**config.mk**
```make
export PLATFORM = sky130hd
export DESIGN_NAME = ssb_exec
export DESIGN_NICKNAME = d
export VERILOG_FILES = /design/src/ssb_pkg.sv /design/src/ssb_decode.sv /design/src/ssb_alu.sv /design/src/ssb_exec.sv
export SDC_FILE = /design/constraint.sdc
export NUM_CORES = 1
export LEC_CHECK = 0
export ABC_CLOCK_PERIOD_IN_PS = 3210
export BUFFER_PORTS_ARGS = -buffer_cell sky130_fd_sc_hd__buf_2
export CAP_MARGIN = 10
export CORE_MARGIN = 5
export CORE_UTILIZATION = 50
export CTS_CLUSTER_DIAMETER = 30
export CTS_CLUSTER_SIZE = 8
export DETAILED_ROUTE_END_ITERATION = 7
export GPL_ROUTABILITY_DRIVEN = 1
export PLACE_DENSITY = 0.8
export SLEW_MARGIN = 20
export SYNTH_ARGS = -nofsm -noshare
export SYNTH_HDL_FRONTEND = slang
export SYNTH_HIERARCHICAL = 1
export SYNTH_SLANG_ARGS = --single-unit
```
**constraint.sdc**
```tcl
create_clock -name sys_clk -period 3.21 [get_ports sys_clk]
set_clock_uncertainty 0.1 [all_clocks]
set_input_delay 0.642 -clock sys_clk [delete_from_list [all_inputs] [get_ports sys_clk]]
set_output_delay 0.642 -clock sys_clk [all_outputs]
set_load 0.05 [all_outputs]
```
**src/ssb_pkg.sv**
```systemverilog
// Purpose: Shared constants for the power-down and borrow-subtract execution block
// Assumes: 8-bit data path, 16-bit opcodes, classic Wishbone register access
// Notes: Offsets are word byte addresses on a 32-bit bus
package ssb_pkg;

    // ****************************************
    // Opcodes
    // ****************************************
    localparam logic [15:0] OP_POWER_DOWN = 16'h0003;
    localparam logic [5:0] OP_SUBB_TOP = 6'h15;
    localparam int OP_TOP_HI = 15;
    localparam int OP_TOP_LO = 10;
    localparam int OP_DEST_BIT = 9;
    localparam int OP_BANK_BIT = 8;
    localparam logic [7:0] IDX_LIMIT = 8'h5f;

    // ****************************************
    // Phases
    // ****************************************
    typedef enum logic [1:0] {PH_DECODE, PH_READ, PH_PROCESS, PH_WRITE} ssb_phase_t;
    typedef enum logic [1:0] {EX_NONE, EX_SLEEP, EX_SUBB} ssb_op_t;

    // ****************************************
    // Register map
    // ****************************************
    localparam logic [7:0] REG_OPCODE = 8'h00;
    localparam logic [7:0] REG_CTRL = 8'h04;
    localparam logic [7:0] REG_ACC = 8'h08;
    localparam logic [7:0] REG_STATUS = 8'h0c;
    localparam logic [7:0] REG_BANK = 8'h10;
    localparam logic [7:0] REG_FSR2 = 8'h14;
    localparam logic [7:0] REG_FILE = 8'h18;
    localparam logic [7:0] REG_WDT = 8'h1c;

    // Status field positions
    localparam int ST_CARRY = 0;
    localparam int ST_HALF = 1;
    localparam int ST_ZERO = 2;
    localparam int ST_OVF = 3;
    localparam int ST_NEG = 4;
    localparam int ST_PD = 5;
    localparam int ST_TO = 6;
    localparam int ST_HALT = 7;
    // Control field positions
    localparam int CT_GO = 0;
    localparam int CT_EXT = 1;
    localparam int CT_WAKE = 2;
    localparam int CT_WAKE_WDT = 3;

    localparam logic [7:0] RST_STATUS = 8'h60;
    localparam logic [7:0] WDT_RESET = 8'h00;
    localparam int FILE_DEPTH = 16;
    localparam logic [7:0] ACCESS_SPLIT = 8'h60;
    localparam logic [3:0] ACCESS_HI_BANK = 4'hf;
endpackage

```
**src/ssb_decode.sv**
```systemverilog
// Purpose: Opcode classifier
// Assumes: Opcode stable during decode phase
// Notes: Purely combinational
`timescale 1ns/10ps
module ssb_decode
(
    // Instruction
    input wire logic [15:0] opcode,
    // Class
    output ssb_pkg::ssb_op_t opClass
);
    always_comb
    begin
        if (opcode == ssb_pkg::OP_POWER_DOWN)
            opClass = ssb_pkg::EX_SLEEP;
        else if (opcode[ssb_pkg::OP_TOP_HI:ssb_pkg::OP_TOP_LO] == ssb_pkg::OP_SUBB_TOP)
            opClass = ssb_pkg::EX_SUBB;
        else
            opClass = ssb_pkg::EX_NONE;
    end
endmodule

```
**src/ssb_alu.sv**
```systemverilog
// Purpose: Accumulator minus file minus inverted carry
// Assumes: 8-bit two's complement operands
// Notes: Combinational, flags follow the difference
`timescale 1ns/10ps
module ssb_alu
(
    // Operands
    input wire logic [7:0] acc,
    input wire logic [7:0] fileVal,
    input wire logic carryIn,
    // Result
    output logic [7:0] diff,
    output logic carry,
    output logic halfCarry,
    output logic overflow,
    output logic zero,
    output logic negative
);
    logic [8:0] wide;
    logic [4:0] low;
    always_comb
    begin
        // Carry set means no borrow
        wide = {1'b0, acc} + {1'b0, ~fileVal} + {8'h00, carryIn};
        low = {1'b0, acc[3:0]} + {1'b0, ~fileVal[3:0]} + {4'h0, carryIn};
        diff = wide[7:0];
        carry = wide[8];
        halfCarry = low[4];
        overflow = (acc[7] != fileVal[7]) && (wide[7] != acc[7]);
        zero = (wide[7:0] == 8'h00);
        negative = wide[7];
    end
endmodule

```
**src/ssb_exec.sv**
```systemverilog
// Purpose: Execution of power-down and subtract-with-borrow
// Assumes: One instruction per four-phase cycle, one phase per clock
// Notes: Software loads opcode and pulses go, via Wishbone
//
// Function
// - Opcode 0x0003 decodes as power-down, no operands.
// - Power-down clears watchdog counter and its postscaler.
// - Power-down sets timeout_status and clears power_down_status.
// - Core halts with oscillator stopped, entered in phase four.
// - Wake by watchdog time-out clears timeout_status.
// - Opcode 0101 01da decodes as subtract: acc minus file minus not carry.
// - Two's complement; negative, overflow, carry, half carry, zero updated.
// - Destination bit one writes file, zero writes accumulator.
// - Bank bit zero uses access bank; one uses bank_pointer_reg.
// - Bank zero, extended set, address up to 0x5F uses indexed offset.
//
// Chosen here: the register offsets and the Wishbone interface to the registers.
`timescale 1ns/10ps
module ssb_exec
(
    // Clock and reset
    input wire logic sys_clk,
    input wire logic rstn,
    // Wishbone slave
    input wire logic wb_cyc_i,
    input wire logic wb_stb_i,
    input wire logic wb_we_i,
    input wire logic [7:0] wb_adr_i,
    input wire logic [3:0] wb_sel_i,
    input wire logic [31:0] wb_dat_i,
    output logic [31:0] wb_dat_o,
    output logic wb_ack_o,
    // Core status
    output logic oscRun,
    output logic [7:0] watchdog_counter,
    output logic [7:0] wdtPostscaler
);
    // ****************************************
    // State
    // ****************************************
    logic [15:0] opcode;
    logic busy;
    logic extSet;
    ssb_pkg::ssb_phase_t phase;
    ssb_pkg::ssb_op_t opClass;
    ssb_pkg::ssb_op_t curOp;
    logic [7:0] acc;
    logic [7:0] status;
    logic [3:0] bank_pointer_reg;
    logic [7:0] idxBase;
    logic [7:0] fileMem [ssb_pkg::FILE_DEPTH];
    logic [3:0] fileIdx;
    logic [7:0] opnd;
    logic [7:0] diff;
    logic carry;
    logic half_byte_carry;
    logic signed_range_exceeded_flag;
    logic zero;
    logic negative;
    logic [7:0] result;
    logic [4:0] flags;
    logic wbWrite;
    logic wbRead;
    logic goPulse;
    logic wakePulse;
    logic wakeByWdt;
    logic [3:0] wbFileIdx;

    // Word aligned file port: low nibble of the word offset picks the entry
    function automatic logic [3:0] file_slot(input logic [7:0] addr);
        file_slot = addr[3:0];
    endfunction

    assign wbWrite = wb_cyc_i && wb_stb_i && wb_we_i && !wb_ack_o && wb_sel_i[0];
    assign wbRead = wb_cyc_i && wb_stb_i && !wb_ack_o;
    assign goPulse = wbWrite && wb_adr_i == ssb_pkg::REG_CTRL && wb_dat_i[ssb_pkg::CT_GO];
    assign wakePulse = wbWrite && wb_adr_i == ssb_pkg::REG_CTRL
        && wb_dat_i[ssb_pkg::CT_WAKE];
    assign wakeByWdt = wb_dat_i[ssb_pkg::CT_WAKE_WDT];
    // One file entry per 32-bit word: drop the byte lanes before taking the slot
    assign wbFileIdx = file_slot((wb_adr_i - ssb_pkg::REG_FILE) >> 2);

    ssb_decode u_decode
    (
        .opcode(opcode),
        .opClass(opClass)
    );

    // ****************************************
    // Operand addressing
    // ****************************************
    always_comb
    begin
        if (!opcode[ssb_pkg::OP_BANK_BIT])
        begin
            if (extSet && opcode[7:0] <= ssb_pkg::IDX_LIMIT)
                fileIdx = file_slot(idxBase + opcode[7:0]);
            else if (opcode[7:0] >= ssb_pkg::ACCESS_SPLIT)
                fileIdx = ssb_pkg::ACCESS_HI_BANK ^ opcode[3:0];
            else
                fileIdx = opcode[3:0];
        end
        else
        begin
            fileIdx = bank_pointer_reg ^ opcode[3:0];
        end
    end

    ssb_alu u_alu
    (
        .acc(acc),
        .fileVal(opnd),
        .carryIn(status[ssb_pkg::ST_CARRY]),
        .diff(diff),
        .carry(carry),
        .halfCarry(half_byte_carry),
        .overflow(signed_range_exceeded_flag),
        .zero(zero),
        .negative(negative)
    );

    // ****************************************
    // Phase sequencer
    // ****************************************
    always_ff @(posedge sys_clk or negedge rstn)
    begin
        if (!rstn)
        begin
            busy <= 1'b0;
            phase <= ssb_pkg::PH_DECODE;
            curOp <= ssb_pkg::EX_NONE;
        end
        else if (busy)
        begin
            case (phase)
                ssb_pkg::PH_DECODE:
                begin
                    curOp <= opClass;
                    phase <= ssb_pkg::PH_READ;
                end
                ssb_pkg::PH_READ: phase <= ssb_pkg::PH_PROCESS;
                ssb_pkg::PH_PROCESS: phase <= ssb_pkg::PH_WRITE;
                ssb_pkg::PH_WRITE:
                begin
                    phase <= ssb_pkg::PH_DECODE;
                    busy <= 1'b0;
                end
                default: phase <= ssb_pkg::PH_DECODE;
            endcase
        end
        else if (goPulse && !status[ssb_pkg::ST_HALT])
        begin
            busy <= 1'b1;
            phase <= ssb_pkg::PH_DECODE;
        end
    end

    // ****************************************
    // Data path
    // ****************************************
    always_ff @(posedge sys_clk or negedge rstn)
    begin
        if (!rstn)
        begin
            opnd <= 8'h00;
            result <= 8'h00;
            flags <= 5'h00;
        end
        else if (busy && curOp == ssb_pkg::EX_SUBB)
        begin
            if (phase == ssb_pkg::PH_READ)
                opnd <= fileMem[fileIdx];
            if (phase == ssb_pkg::PH_PROCESS)
            begin
                result <= diff;
                flags <= {negative, signed_range_exceeded_flag, zero,
                    half_byte_carry, carry};
            end
        end
    end

    // Accumulator
    always_ff @(posedge sys_clk or negedge rstn)
    begin
        if (!rstn)
            acc <= 8'h00;
        else if (busy && curOp == ssb_pkg::EX_SUBB && phase == ssb_pkg::PH_WRITE
            && !opcode[ssb_pkg::OP_DEST_BIT])
            acc <= result;
        else if (wbWrite && !busy && wb_adr_i == ssb_pkg::REG_ACC)
            acc <= wb_dat_i[7:0];
    end

    // File registers
    always_ff @(posedge sys_clk or negedge rstn)
    begin
        if (!rstn)
        begin
            for (int i = 0; i < ssb_pkg::FILE_DEPTH; i++)
                fileMem[i] <= 8'h00;
        end
        else if (busy && curOp == ssb_pkg::EX_SUBB && phase == ssb_pkg::PH_WRITE
            && opcode[ssb_pkg::OP_DEST_BIT])
            fileMem[fileIdx] <= result;
        else if (wbWrite && !busy && wb_adr_i >= ssb_pkg::REG_FILE
            && wb_adr_i < ssb_pkg::REG_FILE + 8'h40 && wb_adr_i[1:0] == 2'b00)
            fileMem[wbFileIdx] <= wb_dat_i[7:0];
    end

    // ****************************************
    // Status, watchdog and halt
    // ****************************************
    always_ff @(posedge sys_clk or negedge rstn)
    begin
        if (!rstn)
        begin
            status <= ssb_pkg::RST_STATUS;
            oscRun <= 1'b1;
        end
        else if (busy && curOp == ssb_pkg::EX_SUBB && phase == ssb_pkg::PH_WRITE)
            status[ssb_pkg::ST_NEG:ssb_pkg::ST_CARRY] <= flags;
        else if (busy && curOp == ssb_pkg::EX_SLEEP && phase == ssb_pkg::PH_PROCESS)
        begin
            status[ssb_pkg::ST_TO] <= 1'b1;
            status[ssb_pkg::ST_PD] <= 1'b0;
        end
        else if (busy && curOp == ssb_pkg::EX_SLEEP && phase == ssb_pkg::PH_WRITE)
        begin
            status[ssb_pkg::ST_HALT] <= 1'b1;
            oscRun <= 1'b0;
        end
        else if (wakePulse && status[ssb_pkg::ST_HALT])
        begin
            status[ssb_pkg::ST_HALT] <= 1'b0;
            oscRun <= 1'b1;
            if (wakeByWdt)
                status[ssb_pkg::ST_TO] <= 1'b0;
        end
        else if (wbWrite && !busy && wb_adr_i == ssb_pkg::REG_STATUS)
            status[ssb_pkg::ST_NEG:ssb_pkg::ST_CARRY] <= wb_dat_i[4:0];
    end

    // Stand-in count so the power-down clear is visible; frozen while halted
    always_ff @(posedge sys_clk or negedge rstn)
    begin
        if (!rstn)
        begin
            watchdog_counter <= ssb_pkg::WDT_RESET;
            wdtPostscaler <= ssb_pkg::WDT_RESET;
        end
        else if (busy && curOp == ssb_pkg::EX_SLEEP && phase == ssb_pkg::PH_PROCESS)
        begin
            watchdog_counter <= ssb_pkg::WDT_RESET;
            wdtPostscaler <= ssb_pkg::WDT_RESET;
        end
        else if (oscRun && !(busy && curOp == ssb_pkg::EX_SLEEP))
        begin
            // No count during the rest of power-down, so the cleared value holds
            watchdog_counter <= watchdog_counter + 8'h01;
            if (&watchdog_counter)
                wdtPostscaler <= wdtPostscaler + 8'h01;
        end
    end

    // ****************************************
    // Configuration registers
    // ****************************************
    always_ff @(posedge sys_clk or negedge rstn)
    begin
        if (!rstn)
        begin
            opcode <= 16'h0000;
            extSet <= 1'b0;
            bank_pointer_reg <= 4'h0;
            idxBase <= 8'h00;
        end
        else if (wbWrite && !busy)
        begin
            case (wb_adr_i)
                ssb_pkg::REG_OPCODE: opcode <= wb_dat_i[15:0];
                ssb_pkg::REG_CTRL: extSet <= wb_dat_i[ssb_pkg::CT_EXT];
                ssb_pkg::REG_BANK: bank_pointer_reg <= wb_dat_i[3:0];
                ssb_pkg::REG_FSR2: idxBase <= wb_dat_i[7:0];
                default: ;
            endcase
        end
    end

    // ****************************************
    // Wishbone answer
    // ****************************************
    always_ff @(posedge sys_clk or negedge rstn)
    begin
        if (!rstn)
        begin
            wb_ack_o <= 1'b0;
            wb_dat_o <= 32'h0000_0000;
        end
        else
        begin
            wb_ack_o <= wbRead;
            wb_dat_o <= 32'h0000_0000;
            if (wbRead)
            begin
                case (wb_adr_i)
                    ssb_pkg::REG_OPCODE: wb_dat_o <= {16'h0000, opcode};
                    ssb_pkg::REG_CTRL: wb_dat_o <= {30'h0000_0000, extSet, busy};
                    ssb_pkg::REG_ACC: wb_dat_o <= {24'h00_0000, acc};
                    ssb_pkg::REG_STATUS: wb_dat_o <= {24'h00_0000, status};
                    ssb_pkg::REG_BANK: wb_dat_o <= {28'h000_0000, bank_pointer_reg};
                    ssb_pkg::REG_FSR2: wb_dat_o <= {24'h00_0000, idxBase};
                    ssb_pkg::REG_WDT: wb_dat_o <= {16'h0000, wdtPostscaler, watchdog_counter};
                    default:
                    begin
                        if (wb_adr_i >= ssb_pkg::REG_FILE && wb_adr_i < ssb_pkg::REG_FILE + 8'h40)
                            wb_dat_o <= {24'h00_0000, fileMem[wbFileIdx]};
                    end
                endcase
            end
        end
    end
endmodule

```
* After elaboration in Yosys (flattened, before gate mapping)
Cells that the tools add are included.
Widths: inputs -> output; s select.
** Storage, ports and cells
- Logic and storage cells :: 186
- Output and inout bits :: 50
- Bits of input ports :: 49
- Register bits after elaboration :: 249
** Operators by class
- Eq/ne operators :: 19
- Reductions and logical operators :: 60
- Add/sub/neg operators :: 8
- Muxes and demuxes :: 47
- Bitwise gates (word level) :: 8
- Order comparisons :: 8
** Operators by type and width (number)
- $bwmux 128 :: 2
- $mux 128 :: 2
- $mux 8 :: 14
- $pmux 16 s7 :: 1
- $bmux 8 s4 :: 2
- $demux 8 s4 :: 2
- $mux 32 :: 1
- $logic_and 1x1->1 :: 29
- $mux 5 :: 5
- $eq 8x5->1 const B :: 3
- $reduce_and 2->1 :: 9
- $reduce_bool 2->1 :: 9
- $add 8x1->8 const B :: 2
- $eq 16x2->1 const B :: 1
- $eq 8x4->1 const B :: 2
- $logic_not 8->1 :: 2
- $mux 4 :: 3
- $ge 5x5->1 const B :: 2
- $lt 5x1->1 const B :: 2
- $mux 2 :: 5
- $not 4->5 :: 2
- $add 8x8->9 :: 1
- $add 9x1->9 :: 1
- $mux 1 :: 9
- other kinds (24) :: 39

* Longest topological paths before layout
- Word-level depth :: 11
- Gate-level depth with buffers :: 12
- Mapped depth without buffers :: 10

* Hierarchy
Netlist, hierarchy kept.
** By module, submodules not included
- ssb_exec :: times used 1, seq. area each 5834.3 um^2, cells each 1309, area an instance 13530.5 um^2
- ssb_alu :: times used 1, seq. area each 0.0 um^2, cells each 60, area an instance 445.4 um^2
- ssb_decode :: times used 1, seq. area each 0.0 um^2, cells each 7, area an instance 68.8 um^2

* Worst setup path after synthesis
Ideal clock, no wire load.
- Path kind :: reg-to-reg
- Start :: register opcode[0]
- End :: register fileMem[39] (netlist name)
- Required time :: 2.971 ns
- Setup slack :: 0.240 ns
- Period minus slack after synthesis :: 2.970 ns
- Library setup time :: 0.139 ns
- Arrival time :: 2.731 ns
- Cell stages (with the launch flop) :: 11
- Path buffers :: 1
- Path through :: dfrtp_1 ha_1 fa_1 a211oi_1 a22oi_1 and2_1 buf_4 nand2_1 nor4_4 o21ai_2 o211ai_2
** On the way
- Longest elaborated chain between the ends :: 11
- Elaborated cells between the ends (all ways) :: 17
- Those cells by class :: add/sub: 1; order compare: 4; mux: 7; bitwise: 3; reduce/logical: 2
** RTL lines
- from (decl) :: RTL line ssb_exec.sv:41 : logic [15:0] opcode;
- from (signal assigned) :: RTL line ssb_exec.sv:280 : ssb_pkg::REG_OPCODE: opcode <= wb_dat_i[15:0];
- $ge 8x7->1 (tied with other cells) :: RTL line ssb_exec.sv:98 : else if (opcode[7:0] >= ssb_pkg::ACCESS_SPLIT)
- $mux 4 / $logic_and 1x1->1 (equally long branches) :: RTL line ssb_exec.sv:98, ssb_exec.sv:96
- $mux 4 :: RTL line ssb_exec.sv:96 : if (extSet && opcode[7:0] <= ssb_pkg::IDX_LIMIT)
- $mux 4 (*) :: RTL line ssb_exec.sv:94 : if (!opcode[ssb_pkg::OP_BANK_BIT])
- $not 4->5 (implied by the code) (*) :: RTL line ssb_exec.sv:204 : fileMem[fileIdx] <= result;
- $ge 5x5->1 (implied by the code) / $lt 5x1->1 (equally long branches) :: RTL line ssb_exec.sv:204
- $logic_and 1x1->1 (implied by the code) :: RTL line ssb_exec.sv:204
- $mux 8 (implied by the code) :: RTL line ssb_exec.sv:204
- $demux 8 s4 (*) :: RTL line ssb_exec.sv:204
- $bwmux 128 (*) :: RTL line ssb_exec.sv:204
- $mux 128 (*) :: RTL line ssb_exec.sv:202 : else if (busy && curOp == ssb_pkg::EX_SUBB && phase == ssb_pkg::PH_WRITE
- to (signal, indexed assignment) :: RTL line ssb_exec.sv:204
- to (signal, indexed assignment) :: RTL line ssb_exec.sv:207 : fileMem[wbFileIdx] <= wb_dat_i[7:0];
- to (decl) :: RTL line ssb_exec.sv:51 : logic [7:0] fileMem [ssb_pkg::FILE_DEPTH];
Every way passes the cells marked *; elsewhere a longest branch is shown, timed or not.
A chain may end at the register's enable or synchronous reset.

* Worst setup path after layout
- Start :: register idxBase[0]
- End :: register opnd[2]
** On the way
- Longest elaborated chain between the ends :: 7
** RTL lines
- from (decl) :: RTL line ssb_exec.sv:50 : logic [7:0] idxBase;
- from (signal assigned) :: RTL line ssb_exec.sv:283 : ssb_pkg::REG_FSR2: idxBase <= wb_dat_i[7:0];
- $add 4x4->4 :: RTL line ssb_exec.sv:97 : fileIdx = file_slot(idxBase + opcode[7:0]);
- $mux 4 :: RTL line ssb_exec.sv:96
- $mux 4 :: RTL line ssb_exec.sv:94
- $not 4->5 (implied by the code) :: RTL line ssb_exec.sv:172 : opnd <= fileMem[fileIdx];
- $bmux 8 s4 :: RTL line ssb_exec.sv:172
- $mux 8 (implied by the code) (2 in a row) :: RTL line ssb_exec.sv:172
- to (signal assigned) :: RTL line ssb_exec.sv:172
- to (decl) :: RTL line ssb_exec.sv:53 : logic [7:0] opnd;
Every way passes these cells. The select of a mux whose other input is x is not followed.

==> results.json <==
{
  "status": "complete, no violations",
  "drt_iter0_markers": 1380,
  "grt_pass1_vias": 12400,
  "numCtsBuffers": 51,
  "report.final.hold_viol_count": 0,
  "cp_max_fo": 31,
  "fmaxAchievable_mhz": 323.1,
  "timing.critical_path.mode_cell": "a211oi_1",
  "crit_slowest_cell": "fa_1",
  "cap_violations": 0,
  "cts_sinks": 233,
  "reg.largest.list": "fileMem (128), opcode (16), wb_dat_o (16)",
  "crit_path_end_kind": "flop",
  "power_frac_comb_pct": 6.8,
  "grt_start_max_net_pins": 71,
  "tightest_slew_ns": 1.037,
  "p_leak_nw": 7.220,
  "clkSlewWorstSetupHoldPaths_ns": 0.05,
  "maxSlewViolCount": 0,
  "place_hpwl_um": 34380,
  "required_ns": 3.51,
  "hold_class": "input port to flop",
  "initial_core_util_pct": 50.55,
  "regMostFlops": "fileMem",
  "netlist.area_leader.share_pct": 40.98,
  "synth_seq_cells": 233,
  "design_area_sq_um": 16900,
  "grt-ovfl-total": 0,
  "critPathMaxStageDelay_ns": 0.52,
  "place_congestion": 1.010,
  "largest_register_ffs": 128,
  "post_dp_cell_area_sq_um": 15110,
  "vias_per_cell": 6.608,
  "crit_path_start_kind": "flop",
  "pwr-share-seq_pct": 34.5,
  "synth.most_common_cell": "dfrtp_1",
  "drt-pass1-iter-count": 6,
  "synthCells": 1376,
  "placedCellCount": 1808,
  "clockBufferDepth": 3,
  "grt_usage_pct": 29.94,
  "n_antenna_cell": 0,
  "setup_viol": 0,
  "ios": 99,
  "internal_power_mw": 6.611,
  "die_area_sq_um": 31540,
  "power.density_nw_per_um2": 517.8,
  "cts_root_buf": "clkbuf_16",
  "syn_area_per_cell_sq_um": 10.21,
  "fin_crit_sh_pct": 96.43,
  "portBuffers": 63,
  "worst-setup-path-type": "flop to flop",
  "netlist_area_sq_um": 14040,
  "regToRegSetupSlack_ns": 0.11,
  "antenna_found_initial": 0,
  "cp_cell_sequence": "ha_1 > fa_1 > a211oi_1 > a22oi_1 > and2_2 > buf_12 > mux2i_1 > a32oi_1 > a31oi_1 > a211oi_1",
  "row_count": 61,
  "path_buf_inv": 1,
  "yosysWarnings": 6,
  "nets": 1558,
  "clock_latency_ns": 0.56,
  "synth_top_area_cell": "dfrtp_1",
  "fin_crit_ns": 3.095,
  "ys_seq_area_share_pct": 41.54,
  "maxSlewHeadroom_pct": 30.85,
  "drive_gt1_share_pct": 26.52,
  "routed_wl_um": 47860,
  "wire_per_inst_um": 25.07,
  "ant_nets": 0,
  "setup_tns_ns": 0,
  "die_h_um": 177.6,
  "vias": 12620,
  "die_x_um": 177.6,
  "synth_area_leaders": "dfrtp_1 41%, mux4_2 6.7%, nand3_1 4.7%",
  "syn_to_final_growth_pct": 20.33,
  "drc": 0,
  "synth_edf_count": 0,
  "crit_family": "compound AO/OA/AOI/OAI gates",
  "yosys.cell_types.count": 78,
  "synth.cells.most_frequent": "230 x dfrtp_1, 154 x nand2_1, 132 x nand3_1",
  "swShare_pct": 24.45,
  "instances_no_fill": 1909,
  "cts.htree.levels": 2,
  "grt_pass1_wl_um": 72860,
  "rsz0062_at_grt": "no",
  "switching_power_mw": 2.139,
  "cp.arrival_ns": 3.40,
  "ir_worst_vdd_uv": 377.4,
  "power.share.clock_pct": 58.7,
  "total_power_mw": 8.750,
  "coreArea_sq_um": 27780,
  "async_flop_share_pct": 100.0,
  "synth_flop_cell": "dfrtp_1",
  "tritoncts": "done"
}
placed cells by master, fill, tap and decap left out, types with 22 or more instances in the layout:
master	count
dfrtp_1	230
nand2_1	153
nand3_1	132
buf_4	86
o211ai_1	81
buf_2	62
nor2_1	59
mux2_2	56
mux2i_1	54
clkbuf_16	51
nand4_1	50
mux4_2	42
a32oi_1	28
a21oi_1	27
nor3_1	26
a22oi_1	26
o21ai_0	22
cells by family after synthesis:
group | after synthesis | synth area share (%)
adders and majority gates | 20 | 1.942
other | 1 | 0.02670
muxes | 153 | 15.15
xor gates and xnor gates | 20 | 1.247
and+or+nand+nor | 503 | 18.59
AOI/OAI and AO/OA | 312 | 16.95
buffers and inverters | 134 | 4.543
DFF | 233 | 41.54
layer usage:
metal  vias to the layer above  GRT usage [%]  part of all wire (%)
li1                       5463              -                     -
met5                         -              0                     0
met2                       762          47.27                    46
met1                      6242          40.48                    39
met3                       148          6.008                    10
met4                         0          12.57                   4.8
path summary, 6_finish.rpt:
check | cells after the start | start | endpoint
min in group asynchronous | 2 | rstn | result[4]$_DFFE_PN0P_
worst min-delay path | 2 | wb_dat_i[15] | opcode[15]$_DFFE_PN0P_
worst min register to register | 1 | flags[0]$_DFFE_PN0P_ | flags[0]$_DFFE_PN0P_
worst max-delay path | 10 | idxBase[0]$_DFFE_PN0P_ | opnd[2]$_DFFE_PN0P_
worst max register to register | 10 | idxBase[0]$_DFFE_PN0P_ | opnd[2]$_DFFE_PN0P_
max in group asynchronous | 3 | rstn | status[5]$_DFFE_PN1P_
through the flow:
step	util, %	setup WS [ns]	hold WS [ns]
floorplan	-	0.2402	0.2464
global placement	54.40	0.2075	0.3869
detailed placement	54.40	0.1498	0.3929
CTS	60.64	0.1140	0.2073
global route	60.83	0.009559	0.2187
finish	60.83	0.1145	0.2190
timing repair:
action	4_1_cts	5_1_grt
setup endpoints to repair	0	26
hold buffers	1	0
hold endpoints to repair	25	0
resized for setup	0	4
buffers inserted	0	5
power groups by stage:
| stage | combinational, mW | clock (mW) | sequential [mW] |
|---|---|---|---|
| global route | 0.630 | 5.34 | 3.01 |
| detailed placement | 0.575 | 0 | 3.06 |
| floorplan | 0.332 | 0 | 3.06 |
| CTS | 0.580 | 5.18 | 3.01 |
| global placement | 0.568 | 0 | 3.05 |
| finish | 0.597 | 5.14 | 3.01 |
final cells by class:
class	count	area [sq um]
clock inverter	23	247.7
tap	378	473.0
inverter	21	78.83
multi-input combinational	1024	7650
clock buffer	72	1475
timing repair buffer	158	1141
fill	2305	10880
sequential	233	5834
No activity file was read; power rests on OpenSTA's default activity.
